===== config.mk =====
export PLATFORM = sky130hd
export DESIGN_NAME = input_fifo_check
export DESIGN_NICKNAME = d
export VERILOG_FILES = /design/src/logic/fifo_check_pkg.sv /design/src/logic/check_if.sv /design/src/logic/input_fifo_check.sv /design/src/logic/pattern_checker.sv
export SDC_FILE = /design/constraint.sdc
export NUM_CORES = 1
export LEC_CHECK = 0
export ABC_AREA = 0
export BUFFER_PORTS_ARGS = -buffer_cell sky130_fd_sc_hd__buf_2
export CAP_MARGIN = 0
export CELL_PAD_IN_SITES_DETAIL_PLACEMENT = 0
export CELL_PAD_IN_SITES_GLOBAL_PLACEMENT = 1
export CORE_MARGIN = 4
export CORE_UTILIZATION = 50
export CTS_BUF_LIST = sky130_fd_sc_hd__clkbuf_8
export DETAILED_ROUTE_END_ITERATION = 12
export GPL_ROUTABILITY_DRIVEN = 0
export PLACE_DENSITY = 0.75
export SKIP_CTS_REPAIR_TIMING = 1
export SYNTH_ARGS = -nofsm -noshare
export SYNTH_HDL_FRONTEND = slang
export SYNTH_SLANG_ARGS = --single-unit

===== constraint.sdc =====
create_clock -name clk_sys -period 5.5 [get_ports clk_sys]
set_clock_uncertainty 0.05 [all_clocks]
set_input_delay 1.1 -clock clk_sys [delete_from_list [all_inputs] [get_ports clk_sys]]
set_output_delay 1.1 -clock clk_sys [all_outputs]
set_load 0.01 [all_outputs]

===== src/logic/fifo_check_pkg.sv =====
// Contract
// - Mode bits select dual or single sync.
// - Path select low bypasses the FIFO.
// - Pointers never touch bypass data path.
// - Dual mode: frame resets write, strobe read.
// - Output strobe sampled on conversion clock.
// - Single mode: read reset resampled from write.
// - Single mode devices may differ two cycles.
// - Both channels of one device share phase.
// - Check mode deactivates outputs despite transmit allow.
// - Eight key registers; word zero resets 0x7A.
// - Frame edge aligns key zero, words follow.
// - Tracking continues without further frame edges.
// - Mismatching lanes set their result bits.
// - Mismatch sets alarm bit 3; others invalid.
// - Writing zeros clears unless errors persist.
// - Pointer reset: write 0, read to offset.
// - Frame latched on rising edges resets pointers.
// - Alarms for pointers two, one, zero apart.
package fifo_check_pkg;
    localparam int ADDR_W = 5;
    localparam int KEY_WORDS = 8;
    localparam int FIFO_DEPTH = 8;
    localparam int PTR_W = 3;
    // Register offsets
    localparam logic [ADDR_W-1:0] CORE_CTRL_ADDR = 5'h00;
    localparam logic [ADDR_W-1:0] TEST_CTRL_ADDR = 5'h01;
    localparam logic [ADDR_W-1:0] RD_OFFSET_ADDR = 5'h03;
    localparam logic [ADDR_W-1:0] ALARM_STATUS_ADDR = 5'h07;
    localparam logic [ADDR_W-1:0] CHECK_RESULT_ADDR = 5'h08;
    localparam logic [ADDR_W-1:0] KEY_BASE_ADDR = 5'h09;
    localparam logic [ADDR_W-1:0] KEY_LAST_ADDR = 5'h10;
    localparam logic [ADDR_W-1:0] SYNC_SEL_ADDR = 5'h13;
    // Field positions
    localparam int FIFO_ENA_BIT = 0;
    localparam int RESET_ALLOW_BIT = 1;
    localparam int RDSYNC_ALLOW_BIT = 2;
    localparam int CHECK_ON_BIT = 0;
    localparam int SYNC_SRC_BIT = 0;
    localparam int ALARM_2AWAY_BIT = 0;
    localparam int ALARM_1AWAY_BIT = 1;
    localparam int ALARM_COLLIDE_BIT = 2;
    localparam int CHECK_ALARM_BIT = 3;
    // Values after reset
    localparam logic [2:0] CORE_CTRL_RST = 3'h7;
    localparam logic TEST_CTRL_RST = 1'b0;
    localparam logic SYNC_SEL_RST = 1'b0;
    localparam logic [PTR_W-1:0] RD_OFFSET_RST = 3'h4;
    localparam logic [PTR_W-1:0] WR_PTR_RST = 3'h0;
    typedef logic [KEY_WORDS-1:0][7:0] key_set_type;
    localparam key_set_type KEY_RST = {8'hc6, 8'haa, 8'h16, 8'h1a, 8'h45, 8'hea, 8'hb6, 8'h7a};
    typedef enum logic [3:0] {
        MODE_BYPASS = 4'b0001,
        MODE_DUAL = 4'b0010,
        MODE_SINGLE = 4'b0100,
        MODE_FREE = 4'b1000
    } fifo_mode_type;
endpackage : fifo_check_pkg


===== src/logic/check_if.sv =====
`timescale 1ns/1ps
`default_nettype none
interface check_if;
    import fifo_check_pkg::*;
    logic checkOn;
    logic byteStb;
    logic [7:0] byteData;
    logic align;
    key_set_type key;
    logic resWrite;
    logic almClear;
    logic [7:0] wData;
    logic [7:0] resultBits;
    logic checkAlarm;
    modport source (output checkOn, byteStb, byteData, align, key, resWrite, almClear, wData,
        input resultBits, checkAlarm);
    modport sink (input checkOn, byteStb, byteData, align, key, resWrite, almClear, wData,
        output resultBits, checkAlarm);
endinterface : check_if
`default_nettype wire


===== src/logic/input_fifo_check.sv =====
// The implementer's own choices: the strobed register port and the address map.
`timescale 1ns/1ps
`default_nettype none
module input_fifo_check
    import fifo_check_pkg::*;
#(
    parameter int INTERP = 2
) (
    // System
    input wire logic clk_sys,
    input wire logic rst_n,
    // Register port
    input wire logic [ADDR_W-1:0] regAddr,
    input wire logic [7:0] regWData,
    input wire logic regWrite,
    input wire logic regRead,
    output logic [7:0] regRData,
    // Data link pins
    input wire logic inputDataClock,
    input wire logic [7:0] dataByte,
    input wire logic frameMarker,
    // Clock distributor pins
    input wire logic conversionClock,
    input wire logic outputStrobe,
    input wire logic transmitAllow,
    // Converter side
    output logic [15:0] chanI,
    output logic [15:0] chanQ,
    output logic sampleValid,
    output logic outputsActive,
    output logic alarmOutPin
);
    localparam int PIN_W = 13;
    localparam int DCLK_BIT = 12;
    localparam int CONV_BIT = 11;
    localparam int OUTPUT_STROBE_BIT = 10;
    localparam int FRAME_BIT = 9;
    localparam int TXA_BIT = 8;
    localparam logic [2:0] DIV_LAST = 3'(INTERP - 1);

    // Pin synchronisers
    logic [PIN_W-1:0] pinRaw;
    logic [PIN_W-1:0] pinS1_r;
    logic [PIN_W-1:0] pinS2_r;
    logic [PIN_W-1:0] pinS3_r;
    logic [PIN_W-1:0] pinLvl_r;
    // Control registers
    logic [2:0] coreCtrl_r;
    logic checkOn_r;
    logic syncSel_r;
    logic [PTR_W-1:0] rdOffset_r;
    key_set_type key_r;
    logic [7:0] regRData_r;
    // Write side
    logic dclkPrev_r;
    logic frameLast_r;
    logic [1:0] byteIdx_r;
    logic [23:0] asm_r;
    logic [31:0] latest_r;
    logic [31:0] fifoMem_r [FIFO_DEPTH];
    logic [PTR_W-1:0] wrPtr_r;
    // Read side
    logic convPrev_r;
    logic ostrAtConv_r;
    logic [2:0] divCnt_r;
    logic wrRstSeen_r;
    logic rdRst1_r;
    logic rdRst2_r;
    logic [PTR_W-1:0] rdPtr_r;
    logic [31:0] outWord_r;
    logic sampleValid_r;
    logic outputsActive_r;
    // Combinational
    fifo_mode_type mode;
    logic dclkRise;
    logic dclkEdge;
    logic frameRise;
    logic resetAllowed;
    logic convRise;
    logic ostrRise;
    logic readTick;
    logic [7:0] linkByte;
    logic [PTR_W-1:0] ptrDist;
    logic [3:0] alarmBits;
    logic keyHit;
    logic [PTR_W-1:0] keySel;

    check_if chk ();

    // Three-stage capture of every foreign input
    assign pinRaw = {inputDataClock, conversionClock, outputStrobe, frameMarker, transmitAllow, dataByte};
    always_ff @(posedge clk_sys or negedge rst_n) begin
        if (!rst_n) begin
            pinS1_r <= '0;
            pinS2_r <= '0;
            pinS3_r <= '0;
        end else begin
            pinS1_r <= pinRaw;
            pinS2_r <= pinS1_r;
            pinS3_r <= pinS2_r;
        end
    end

    // A change counts once stages two and three agree
    for (genvar g = 0; g < PIN_W; g++) begin : gen_pinLevel
        always_ff @(posedge clk_sys or negedge rst_n) begin
            if (!rst_n) begin
                pinLvl_r[g] <= 1'b0;
            end else if (pinS2_r[g] == pinS3_r[g]) begin
                pinLvl_r[g] <= pinS3_r[g];
            end
        end
    end

    // FIFO operating mode
    always_comb begin
        if (!coreCtrl_r[FIFO_ENA_BIT]) begin
            mode = MODE_BYPASS;
        end else if (coreCtrl_r[RESET_ALLOW_BIT] && coreCtrl_r[RDSYNC_ALLOW_BIT]) begin
            mode = syncSel_r ? MODE_SINGLE : MODE_DUAL;
        end else begin
            mode = MODE_FREE;
        end
    end

    // Edge finding on the link and conversion clocks
    assign linkByte = pinLvl_r[7:0];
    assign dclkRise = pinLvl_r[DCLK_BIT] && !dclkPrev_r;
    assign dclkEdge = pinLvl_r[DCLK_BIT] != dclkPrev_r;
    assign frameRise = dclkRise && pinLvl_r[FRAME_BIT] && !frameLast_r;
    assign resetAllowed = (mode == MODE_DUAL) || (mode == MODE_SINGLE);
    assign convRise = pinLvl_r[CONV_BIT] && !convPrev_r;
    assign ostrRise = convRise && pinLvl_r[OUTPUT_STROBE_BIT] && !ostrAtConv_r;
    assign readTick = convRise && (divCnt_r == DIV_LAST);

    always_ff @(posedge clk_sys or negedge rst_n) begin
        if (!rst_n) begin
            dclkPrev_r <= 1'b0;
            convPrev_r <= 1'b0;
        end else begin
            dclkPrev_r <= pinLvl_r[DCLK_BIT];
            convPrev_r <= pinLvl_r[CONV_BIT];
        end
    end

    // Frame marker latched on rising data clock edges only
    always_ff @(posedge clk_sys or negedge rst_n) begin
        if (!rst_n) begin
            frameLast_r <= 1'b0;
        end else if (dclkRise) begin
            frameLast_r <= pinLvl_r[FRAME_BIT];
        end
    end

    // Byte assembly, four DDR bytes to one I/Q sample
    always_ff @(posedge clk_sys or negedge rst_n) begin
        if (!rst_n) begin
            byteIdx_r <= 2'h0;
            asm_r <= 24'h000000;
            latest_r <= 32'h00000000;
        end else if (frameRise) begin
            byteIdx_r <= 2'h1;
            asm_r[23:16] <= linkByte;
        end else if (dclkEdge) begin
            byteIdx_r <= byteIdx_r + 2'h1;
            unique case (byteIdx_r)
                2'h0: asm_r[23:16] <= linkByte;
                2'h1: asm_r[15:8] <= linkByte;
                2'h2: asm_r[7:0] <= linkByte;
                2'h3: latest_r <= {asm_r, linkByte};
            endcase
        end
    end

    // FIFO write and write pointer
    always_ff @(posedge clk_sys or negedge rst_n) begin
        if (!rst_n) begin
            wrPtr_r <= WR_PTR_RST;
        end else if (frameRise && resetAllowed) begin
            wrPtr_r <= WR_PTR_RST;
        end else if (dclkEdge && byteIdx_r == 2'h3) begin
            wrPtr_r <= wrPtr_r + 3'h1;
        end
    end

    always_ff @(posedge clk_sys) begin
        if (dclkEdge && !frameRise && byteIdx_r == 2'h3) begin
            fifoMem_r[wrPtr_r] <= {asm_r, linkByte};
        end
    end

    // Output strobe sampled on conversion clock; FIFO read clock divider
    always_ff @(posedge clk_sys or negedge rst_n) begin
        if (!rst_n) begin
            ostrAtConv_r <= 1'b0;
            divCnt_r <= 3'h0;
        end else if (convRise) begin
            ostrAtConv_r <= pinLvl_r[OUTPUT_STROBE_BIT];
            if (mode == MODE_DUAL && ostrRise) begin
                divCnt_r <= 3'h0;
            end else if (divCnt_r == DIV_LAST) begin
                divCnt_r <= 3'h0;
            end else begin
                divCnt_r <= divCnt_r + 3'h1;
            end
        end
    end

    // Write-side reset resampled by the read clock; may slip two cycles
    always_ff @(posedge clk_sys or negedge rst_n) begin
        if (!rst_n) begin
            wrRstSeen_r <= 1'b0;
            rdRst1_r <= 1'b0;
            rdRst2_r <= 1'b0;
        end else begin
            if (frameRise && mode == MODE_SINGLE) begin
                wrRstSeen_r <= 1'b1;
            end else if (readTick) begin
                wrRstSeen_r <= 1'b0;
            end
            if (readTick) begin
                rdRst1_r <= wrRstSeen_r;
                rdRst2_r <= rdRst1_r;
            end
        end
    end

    // Read pointer
    always_ff @(posedge clk_sys or negedge rst_n) begin
        if (!rst_n) begin
            rdPtr_r <= RD_OFFSET_RST;
        end else if (mode == MODE_DUAL && ostrRise) begin
            rdPtr_r <= rdOffset_r;
        end else if (readTick && mode == MODE_SINGLE && rdRst2_r) begin
            rdPtr_r <= rdOffset_r;
        end else if (readTick && mode != MODE_BYPASS) begin
            rdPtr_r <= rdPtr_r + 3'h1;
        end
    end

    // Output word; both channels leave together from one entry
    always_ff @(posedge clk_sys or negedge rst_n) begin
        if (!rst_n) begin
            outWord_r <= 32'h00000000;
            sampleValid_r <= 1'b0;
        end else begin
            sampleValid_r <= readTick;
            if (readTick && mode == MODE_BYPASS) begin
                outWord_r <= latest_r;
            end else if (readTick) begin
                outWord_r <= fifoMem_r[rdPtr_r];
            end
        end
    end

    // Analog outputs off while checking
    always_ff @(posedge clk_sys or negedge rst_n) begin
        if (!rst_n) begin
            outputsActive_r <= 1'b0;
        end else begin
            outputsActive_r <= pinLvl_r[TXA_BIT] && !checkOn_r;
        end
    end

    assign chanI = outWord_r[31:16];
    assign chanQ = outWord_r[15:0];
    assign sampleValid = sampleValid_r;
    assign outputsActive = outputsActive_r;

    // Pointer distance alarms; only the check alarm is valid while checking
    assign ptrDist = wrPtr_r - rdPtr_r;
    always_comb begin
        alarmBits = 4'h0;
        if (!checkOn_r && mode != MODE_BYPASS) begin
            alarmBits[ALARM_COLLIDE_BIT] = (ptrDist == 3'h0);
            alarmBits[ALARM_1AWAY_BIT] = (ptrDist == 3'h0) || (ptrDist == 3'h1) || (ptrDist == 3'h7);
            alarmBits[ALARM_2AWAY_BIT] = alarmBits[ALARM_1AWAY_BIT] || (ptrDist == 3'h2) || (ptrDist == 3'h6);
        end
        alarmBits[CHECK_ALARM_BIT] = chk.checkAlarm;
    end
    assign alarmOutPin = |alarmBits;

    // Pattern checker hookup
    assign chk.checkOn = checkOn_r;
    assign chk.byteStb = dclkEdge;
    assign chk.byteData = linkByte;
    assign chk.align = frameRise;
    assign chk.key = key_r;
    assign chk.resWrite = regWrite && (regAddr == CHECK_RESULT_ADDR);
    assign chk.almClear = regWrite && (regAddr == ALARM_STATUS_ADDR) && !regWData[CHECK_ALARM_BIT];
    assign chk.wData = regWData;

    pattern_checker u_checker (
        .clk_sys(clk_sys),
        .rst_n(rst_n),
        .chk(chk)
    );

    // Register writes
    assign keyHit = (regAddr >= KEY_BASE_ADDR) && (regAddr <= KEY_LAST_ADDR);
    assign keySel = 3'(regAddr - KEY_BASE_ADDR);
    always_ff @(posedge clk_sys or negedge rst_n) begin
        if (!rst_n) begin
            coreCtrl_r <= CORE_CTRL_RST;
            checkOn_r <= TEST_CTRL_RST;
            syncSel_r <= SYNC_SEL_RST;
            rdOffset_r <= RD_OFFSET_RST;
            key_r <= KEY_RST;
        end else if (regWrite) begin
            if (regAddr == CORE_CTRL_ADDR) begin
                coreCtrl_r <= regWData[2:0];
            end
            if (regAddr == TEST_CTRL_ADDR) begin
                checkOn_r <= regWData[CHECK_ON_BIT];
            end
            if (regAddr == SYNC_SEL_ADDR) begin
                syncSel_r <= regWData[SYNC_SRC_BIT];
            end
            if (regAddr == RD_OFFSET_ADDR) begin
                rdOffset_r <= regWData[2:0];
            end
            if (keyHit) begin
                key_r[keySel] <= regWData;
            end
        end
    end

    // Register reads, data one cycle after the strobe
    always_ff @(posedge clk_sys or negedge rst_n) begin
        if (!rst_n) begin
            regRData_r <= 8'h00;
        end else if (regRead) begin
            if (keyHit) begin
                regRData_r <= key_r[keySel];
            end else if (regAddr == CORE_CTRL_ADDR) begin
                regRData_r <= {5'h00, coreCtrl_r};
            end else if (regAddr == TEST_CTRL_ADDR) begin
                regRData_r <= {7'h00, checkOn_r};
            end else if (regAddr == SYNC_SEL_ADDR) begin
                regRData_r <= {7'h00, syncSel_r};
            end else if (regAddr == RD_OFFSET_ADDR) begin
                regRData_r <= {5'h00, rdOffset_r};
            end else if (regAddr == ALARM_STATUS_ADDR) begin
                regRData_r <= {4'h0, alarmBits};
            end else if (regAddr == CHECK_RESULT_ADDR) begin
                regRData_r <= chk.resultBits;
            end else begin
                regRData_r <= 8'h00;
            end
        end else begin
            regRData_r <= 8'h00;
        end
    end
    assign regRData = regRData_r;

    property p_modeDecode;
        @(posedge clk_sys) disable iff (!rst_n)
        (coreCtrl_r == 3'h7) |-> (mode == (syncSel_r ? MODE_SINGLE : MODE_DUAL));
    endproperty
    a_modeDecode: assert property (p_modeDecode) else $error("mode decode wrong");

    property p_bypassOut;
        @(posedge clk_sys) disable iff (!rst_n)
        (readTick && !coreCtrl_r[FIFO_ENA_BIT]) |=> (outWord_r == $past(latest_r)) && sampleValid;
    endproperty
    a_bypassOut: assert property (p_bypassOut) else $error("bypass word not passed");

    property p_bypassPtrHold;
        @(posedge clk_sys) disable iff (!rst_n)
        (mode == MODE_BYPASS) ##1 (mode == MODE_BYPASS) |-> $stable(rdPtr_r);
    endproperty
    a_bypassPtrHold: assert property (p_bypassPtrHold) else $error("read pointer moved in bypass");

    property p_wrReset;
        @(posedge clk_sys) disable iff (!rst_n)
        (frameRise && resetAllowed) |=> (wrPtr_r == WR_PTR_RST);
    endproperty
    a_wrReset: assert property (p_wrReset) else $error("write pointer not reset");

    property p_dualRdReset;
        @(posedge clk_sys) disable iff (!rst_n)
        (mode == MODE_DUAL && ostrRise) |=> (rdPtr_r == $past(rdOffset_r)) && (divCnt_r == 3'h0);
    endproperty
    a_dualRdReset: assert property (p_dualRdReset) else $error("strobe did not reset read pointer");

    property p_singleRdReset;
        @(posedge clk_sys) disable iff (!rst_n)
        (mode == MODE_SINGLE && frameRise) ##1 (!readTick)[*2] |-> wrRstSeen_r;
    endproperty
    a_singleRdReset: assert property (p_singleRdReset) else $error("write reset lost for read side");

    property p_collision;
        @(posedge clk_sys) disable iff (!rst_n)
        (wrPtr_r == rdPtr_r && !checkOn_r && mode != MODE_BYPASS) |-> (alarmBits[2:0] == 3'h7) && alarmOutPin;
    endproperty
    a_collision: assert property (p_collision) else $error("collision alarm missing");

    property p_checkMute;
        @(posedge clk_sys) disable iff (!rst_n)
        checkOn_r ##1 checkOn_r |-> !outputsActive;
    endproperty
    a_checkMute: assert property (p_checkMute) else $error("outputs active in check mode");
endmodule : input_fifo_check
`default_nettype wire


===== src/logic/pattern_checker.sv =====
`timescale 1ns/1ps
`default_nettype none
module pattern_checker
    import fifo_check_pkg::*;
(
    // System
    input wire logic clk_sys,
    input wire logic rst_n,
    // Checker link
    check_if.sink chk
);
    logic [2:0] keyIdx_r;
    logic tracking_r;
    logic [7:0] result_r;
    logic alarm_r;
    logic compareNow;
    logic [7:0] expected;
    logic [7:0] errBits;

    // Compare against the expected key word
    always_comb begin
        compareNow = chk.checkOn && chk.byteStb && (chk.align || tracking_r);
        expected = chk.align ? chk.key[0] : chk.key[keyIdx_r];
        errBits = compareNow ? (chk.byteData ^ expected) : 8'h00;
    end

    // Key position, kept after the first aligning edge
    always_ff @(posedge clk_sys or negedge rst_n) begin
        if (!rst_n) begin
            tracking_r <= 1'b0;
            keyIdx_r <= 3'h0;
        end else if (!chk.checkOn) begin
            tracking_r <= 1'b0;
            keyIdx_r <= 3'h0;
        end else if (chk.byteStb && chk.align) begin
            tracking_r <= 1'b1;
            keyIdx_r <= 3'h1;
        end else if (chk.byteStb && tracking_r) begin
            keyIdx_r <= keyIdx_r + 3'h1;
        end
    end

    // Sticky result bits; a new error wins over the clear
    always_ff @(posedge clk_sys or negedge rst_n) begin
        if (!rst_n) begin
            result_r <= 8'h00;
        end else if (chk.resWrite) begin
            result_r <= (result_r & chk.wData) | errBits;
        end else begin
            result_r <= result_r | errBits;
        end
    end

    // General check alarm
    always_ff @(posedge clk_sys or negedge rst_n) begin
        if (!rst_n) begin
            alarm_r <= 1'b0;
        end else if (chk.almClear) begin
            alarm_r <= |errBits;
        end else begin
            alarm_r <= alarm_r | (|errBits);
        end
    end

    assign chk.resultBits = result_r;
    assign chk.checkAlarm = alarm_r;

    property p_errSets;
        @(posedge clk_sys) disable iff (!rst_n)
        (compareNow && chk.byteData != expected) |=> ((result_r & $past(chk.byteData ^ expected)) != 8'h00);
    endproperty
    a_errSets: assert property (p_errSets) else $error("mismatch did not set result");

    property p_alarmSets;
        @(posedge clk_sys) disable iff (!rst_n)
        (errBits != 8'h00) |=> alarm_r;
    endproperty
    a_alarmSets: assert property (p_alarmSets) else $error("mismatch did not set alarm");

    property p_clearWorks;
        @(posedge clk_sys) disable iff (!rst_n)
        (chk.resWrite && chk.wData == 8'h00 && errBits == 8'h00) |=> (result_r == 8'h00);
    endproperty
    a_clearWorks: assert property (p_clearWorks) else $error("result clear failed");

    property p_keepTracking;
        @(posedge clk_sys) disable iff (!rst_n)
        (tracking_r && chk.checkOn && chk.byteStb && !chk.align) |=> (keyIdx_r == $past(keyIdx_r) + 3'h1);
    endproperty
    a_keepTracking: assert property (p_keepTracking) else $error("key index stalled");
endmodule : pattern_checker
`default_nettype wire


Yosys cells after proc, flatten, opt, wreduce, memory -nomap -nowiden

Memories as Yosys holds them, arrays and structs flattened.
Index checks and enable logic that the tools add are counted.

$lt $le $gt $ge: 5
Bitwise logic cells: 6
Equality and inequality tests: 33
Muxes and demuxes: 48
Reduce and logical (&&, ||, !) cells: 62
$add $sub $neg: 7

Operators with widths:

| cell                  | count |
|---|---|
| $mux W8               | 18 |
| $bwmux W64            | 1 |
| $mux W32              | 2 |
| $bmux W8 S3           | 2 |
| $mux W3               | 12 |
| $logic_and A1 B1 Y1   | 29 |
| $demux W8 S3          | 1 |
| $mux W24              | 1 |
| $or A8 B8 Y8          | 2 |
| $eq A1 B1 Y1          | 13 |
| $add A3 B1 Y3 const B | 4 |
| $reduce_and A2 Y1     | 6 |
| $reduce_bool A2 Y1    | 5 |
| $reduce_and A3 Y1     | 3 |
| $and A8 B8 Y8         | 1 |
| $lt A3 B4 Y1 const B  | 2 |
| $mux W4               | 2 |
| $reduce_or A8 Y1      | 1 |
| $xor A8 B8 Y8         | 1 |
| $logic_not A1 Y1      | 7 |
| $mux W1               | 7 |
| $eq A3 B1 Y1 const B  | 2 |
| $eq A3 B3 Y1 const B  | 2 |
| $logic_or A1 B1 Y1    | 6 |
| other kinds (29)      | 31 |

Register bits: 253
Logic and storage cells: 213
Memories kept: 1
RAM bits: 256

Memory list:

| memory    | words | bits a word | read ports | clocked after memory_dff | write ports | RTL line               | RTL |
|---|---|---|---|---|---|---|---|
| fifoMem_r | 8     | 32          | 1          | 0                        | 1           | input_fifo_check.sv:60 | `logic [31:0] fifoMem_r [FIFO_DEPTH];` |

Longest topological paths before layout

Word-level depth: 14
Gate-level depth with buffers: 11
Depth with buffers taken out: 9

Hierarchy

From an unflattened synthesis, not the netlist that was laid out.

Cells, all modules: 1,269
Area total of the unflattened synthesis: 20,830.0 µm²

By module, submodules not included:

| module           | area an instance (µm²) | sequential area each (µm²) | cells an instance | times used |
|---|---|---|---|---|
| input_fifo_check | 19,512.5               | 13,739.4                   | 1,146             | 1 |
| pattern_checker  | 1,317.5                | 325.3                      | 123               | 1 |

Worst setup path after synthesis

No wires, ideal clock.

Path kind: reg-to-reg
Start: register pinLvl_r[12]
End: memory fifoMem_r[0][0], enable pin
Path slack: 607 ps
Arrival: 4,342 ps
Data required time: 4,949 ps
Period minus slack after synthesis: 4,893 ps
Stages on the path, launching flop included: 6
Path through: dfrtp_1 -> ha_1 -> nand3b_1 -> clkbuf_1 -> nand2_1 -> nor4_1

Longest elaborated chain between the ends: 8
Elaborated cells between the ends (all ways): 9
Those cells by class: 1 x eq/ne; 2 x mux; 6 x reduce/logical

RTL lines:

| item                             | RTL line                | RTL |
|---|---|---|
| start: declaration               | input_fifo_check.sv:46  | `logic [PIN_W-1:0] pinLvl_r;` |
| start signal: indexed assignment | input_fifo_check.sv:110 | `pinLvl_r[g] <= pinS3_r[g];` |
| $logic_and A1 B1 Y1              | input_fifo_check.sv:128 | `assign dclkRise = pinLvl_r[DCLK_BIT] && !dclkPrev_r;` |
| via dclkRise                     | input_fifo_check.sv:75  | `logic dclkRise;` |
| $logic_and A1 B1 Y1 (2 in a row) | input_fifo_check.sv:130 | `assign frameRise = dclkRise && pinLvl_r[FRAME_BIT] && !frameLast_r;` |
| $logic_not A1 Y1                 | input_fifo_check.sv:187 | `if (dclkEdge && !frameRise && byteIdx_r == 2'h3) begin` |
| $logic_and A1 B1 Y1 (2 in a row) | input_fifo_check.sv:187 |  |
| $mux W1                          | input_fifo_check.sv:187 |  |
| $mux W1 (implied by the code)    | input_fifo_check.sv:188 | `fifoMem_r[wrPtr_r] <= {asm_r, linkByte};` |
| end: declaration                 | input_fifo_check.sv:60  |  |

The timed path passes the listed nets, and every way through them passes these cells.

Worst setup path in the final report

Start: register rdPtr_r[0]
End: output port alarmOutPin

Longest elaborated chain between the ends: 8
Elaborated cells between the ends (all ways): 12
Those cells by class: 1 x add/sub; 4 x eq/ne; 1 x mux; 6 x reduce/logical

RTL lines:

| item                                             | RTL line                                         | RTL |
|---|---|---|
| start: declaration                               | input_fifo_check.sv:69                           | `logic [PTR_W-1:0] rdPtr_r;` |
| start signal: assignment                         | input_fifo_check.sv:233                          | `rdPtr_r <= rdOffset_r;` |
| start signal: assignment                         | input_fifo_check.sv:235                          | `rdPtr_r <= rdOffset_r;` |
| start signal: assignment                         | input_fifo_check.sv:237                          | `rdPtr_r <= rdPtr_r + 3'h1;` |
| $sub A3 B3 Y3 (*)                                | input_fifo_check.sv:271                          | `assign ptrDist = wrPtr_r - rdPtr_r;` |
| $eq A3 B1 Y1 or $logic_not A3 Y1 (tied branches) | input_fifo_check.sv:276, input_fifo_check.sv:275 |  |
| $logic_or A1 B1 Y1 (2 in a row)                  | input_fifo_check.sv:276                          | `alarmBits[ALARM_1AWAY_BIT] = (ptrDist == 3'h0) \|\| (ptrDist == 3'h1) \|\| (ptrDist == 3'h7);` |
| $logic_or A1 B1 Y1 (2 in a row)                  | input_fifo_check.sv:277                          | `alarmBits[ALARM_2AWAY_BIT] = alarmBits[ALARM_1AWAY_BIT] \|\| (ptrDist == 3'h2) \|\| (ptrDist == 3'h6);` |
| $mux W3 (*)                                      | input_fifo_check.sv:274                          | `if (!checkOn_r && mode != MODE_BYPASS) begin` |
| $reduce_or A4 Y1 (*)                             | input_fifo_check.sv:281                          | `assign alarmOutPin = \|alarmBits;` |
| end: declaration                                 | input_fifo_check.sv:31                           | `output logic alarmOutPin` |

Mark *: on every way between the ends. The rest lies on a longest branch, timed or not.

==> key figures <==
Outcome
  • Status: complete, no violations

Final layout
  • Final #Nets: 1485
  • # fillers: 3251
  • ANT cells: 0
  • Area delta synth->final: 12.59%
  • Share of post-route cells with drive strength above 1: 0.3031
  • Finished Cell Area: about 23000 sq um

Yosys
  • Register area share after synthesis: 0.6768
  • Synthesized area per cell: 15.64 sq um
  • Synth top area cells: edfxtp_1 37%, dfrtp_1 26%, mux4_2 9.1%, mux2_2 5.3%, dfstp_2 4.7%
  • Flops & latches, synth: 509
  • Net count after synthesis: ~1400
  • Count leader, synth: edfxtp_1
  • Synth Instances: 1329
  • List of most frequent post-synthesis cells: 256 x edfxtp_1, 216 x dfrtp_1, 204 x nand2_1
  • Ys Warns: 0
  • Yosys cell types: 69
  • Post-synthesis cell area: 20780 sq um
  • Async set-reset flop share out of synthesis: 0.4971
  • Largest area contributor in the netlist: edfxtp_1
  • Top_reg_cell synth: edfxtp_1
  • Number of flops mapped to enable cells by yosys: 256
  • Post-synth top area share: 0.3699

Power
  • Sequential Power Share: 0.501
  • Max VDD drop: 0.2373 mV
  • Net Sw Power: between 3 and 4 mW
  • Switching share of power: 0.3034
  • Internal power: 7.803 mW
  • Clock Power Share: 0.281
  • Tot Pwr: between 10 and 15 mW
  • Comb power frac: 0.218
  • Pwr/cell area: 478.7 nW/um^2
  • Lkg Pwr: 9.039 nW

Setup path
  • Critical path capture point type: primary output
  • Critical path fanouts, max: 28
  • Arrival @ worst endpoint: 2.89 ns
  • Critical Path RT: approximately 4.4 ns
  • Worst Path Class, Setup: flop to primary output
  • CP startpoint kind: flop

Floorplanning
  • Die outline area: 44890 sq um
  • Die Span Y: 211.9 um
  • Num rows: between 70 and 80
  • Core Region: 40920 sq um
  • Chip width: between 200 and 250 um
  • Starting density of the core: 0.5078
  • IO Pins: 73

Hold path
  • Hold Crit Class: flop to flop

Timing
  • Fin Setup TNS: 0 ns
  • Tcrit/Tclk final: 0.7348
  • Worst hold slack: 0.2961 ns
  • Slew margin rel.: 0.3197
  • RSZ-0062 raised after global routing: no
  • Slew Viols, Final: 0
  • Fmax achieved: 247.4 MHz
  • Pin slew with the least headroom to its limit: 1.020 ns
  • Final Setup Violations: 0
  • Fin. Hold Viols: 0
  • Final WS setup: between 1 and 1.5 ns
  • Final Critical Period: 4.041 ns

Drt
  • Metal3 WL: 2.907 mm
  • Via count: 11564
  • Initial drt markers: about 880
  • Drt pass-1 iters: 5
  • Vias/cell: 5.660
  • M1 wire length: roughly 20 mm
  • DR DRC count: 0
  • DRT Wirelength: 46.33 mm
  • Antenna viol nets, final: 0
  • Top Layer Used: met4
  • Drt wl/cell: 22.68 um
  • Metal2 WL: 22.90 mm

Flow run
  • Max Cap Viol: 0

CTS
  • Clock Path Buffers: 3
  • CTS buffer count: 82
  • Clock Latency Late Sink: 0.63 ns
  • Clock root cell: clkbuf_8
  • Clk pin slew, worst setup/hold paths: 0.06 ns
  • # clock sinks: approximately 510
  • TritonCTS clock tree: yes
  • Htree depth: 3

Global route
  • Largest net degree at the start of global routing: 110
  • First-pass GRT wire length: 72.04 mm
  • Initial antenna violation count: 0
  • Vias in the first global route: ~12000
  • Total track usage: 0.2112
  • Total gr overflow: 0

Place
  • IO buf count: 72
  • DP Worst Slack: 1.293 ns
  • Detailed Place HPWL: 27.70 mm
  • Placed inst area: approximately 22000 sq um
layout make-up:
class	count	area (sq um)	share of cell area
Sequential cell	509	14070	0.6013
Multi-Input combinational cell	737	6410	0.2739
Clock inverter	55	270.3	0.01155
Tap cell	532	665.6	0.02845
Clock buffer	98	1349	0.05764
Inverter	13	48.80	0.002085
Timing Repair Buffer	99	585.6	0.02503
state kept, by name, indices dropped and copies added (netlist names), 2 cells and up:
| register | count |
|---|---|
| regRData | 8 |
| u_checker.keyIdx_r | 3 |
| chk.key | 64 |
| divCnt_r | 3 |
| rdOffset_r | 3 |
| coreCtrl_r | 3 |
| rdPtr_r | 3 |
| chk.byteData | 8 |
| pinS2_r | 13 |
| byteIdx_r | 2 |
| pinLvl_r | 5 |
| u_checker.chk.resultBits | 8 |
| fifoMem_r | 256 |
| latest_r | 32 |
| pinS3_r | 13 |
| outWord_r | 32 |
| pinS1_r | 13 |
| asm_r | 24 |
| wrPtr_r | 3 |
final timing paths:
| check | slack [ns] | end | startpoint | cells past startpoint |
|---|---|---|---|---|
| max in group asynchronous | 3.76 | asm_r[2] | rst_n | 2 |
| worst min register to register | 0.30 | pinS2_r[9] | pinS1_r[9] | 0 |
| worst max-delay path | 1.46 | alarmOutPin | rdPtr_r[0] | 6 |
| worst max register to register | 2.36 | fifoMem_r[6][15] | pinLvl_r[12] | 7 |
| min in group asynchronous | 0.50 | latest_r[23] | rst_n | 1 |
| worst min-delay path | 0.30 | pinS2_r[9] | pinS1_r[9] | 0 |
layer usage:
layer  global-route usage  vias up
met5                    0        -
met4              0.06108        0
met3              0.03734       78
met2               0.3470      368
met1               0.2946     5915
li1                     -     5203
cells by family (layout without fill, tap and decap cells):
family	after synthesis	in the layout	synth area share
multiplexers	241	241	0.1742
buffers and inverters	83	265	0.01704
AO/OA/AOI/OAI	145	145	0.04112
adder cells (fa/ha/maj)	26	26	0.01445
XOR/XNOR	19	19	0.009573
AND/OR/NAND/NOR	306	306	0.06683
flip-flops	509	509	0.6768
placed cells by master, fill, tap and decap left out, types with 4 or more instances in the layout:
| cell | netlist | layout |
|---|---|---|
| clkinv_1 | 1 | 6 |
| mux4_2 | 84 | 84 |
| o21ai_0 | 83 | 83 |
| edfxtp_1 | 256 | 256 |
| mux2i_1 | 55 | 55 |
| nand3_1 | 5 | 5 |
| nand3b_1 | 4 | 4 |
| buf_4 | 4 | 26 |
| dfstp_2 | 37 | 37 |
| buf_2 | 16 | 71 |
| ha_1 | 12 | 12 |
| nor2_1 | 32 | 31 |
| maj3_1 | 13 | 13 |
| a221oi_1 | 5 | 5 |
| nand2_1 | 204 | 204 |
| and2_1 | 5 | 5 |
| clkbuf_8 | 0 | 98 |
| inv_1 | 12 | 45 |
| nor2b_1 | 7 | 7 |
| mux2_2 | 97 | 97 |
| a22oi_1 | 8 | 8 |
| a21oi_1 | 20 | 20 |
| a31oi_1 | 6 | 6 |
| dfrtp_1 | 216 | 214 |
| nor3_2 | 2 | 7 |
| a311oi_1 | 5 | 5 |
| xor2_1 | 9 | 9 |
| xnor2_1 | 8 | 8 |
| nor3_1 | 14 | 9 |
| clkinv_2 | 0 | 11 |
per-stage QoR:
step,cells,util
6_report,2043,0.5718
5_1_grt,2043,0.5718
4_1_cts,2043,0.5718
3_5_place_dp,1890,0.5322
3_3_place_gp,1890,0.5322
2_1_floorplan,1329,-
power by group through the flow:
| stage | clock [mW] | sequential, mW | combinational, mW |
|---|---|---|---|
| floorplan | 0 | 5.41 | 1.85 |
| global route | 3.44 | 5.72 | 2.70 |
| global placement | 0 | 5.65 | 2.43 |
| CTS | 3.24 | 5.63 | 2.49 |
| finish | 3.15 | 5.61 | 2.44 |
| detailed placement | 0 | 5.69 | 2.48 |
critical path, cell delays in order, from the launching register on:
cell	delay, ns
dfrtp_4	0.71
ha_1	0.29
fa_1	0.36
xnor3_1	0.24
nand2b_1	0.19
a41o_1	0.31
buf_2	0.17
Note: power is estimated with default switching activity, not from simulation.
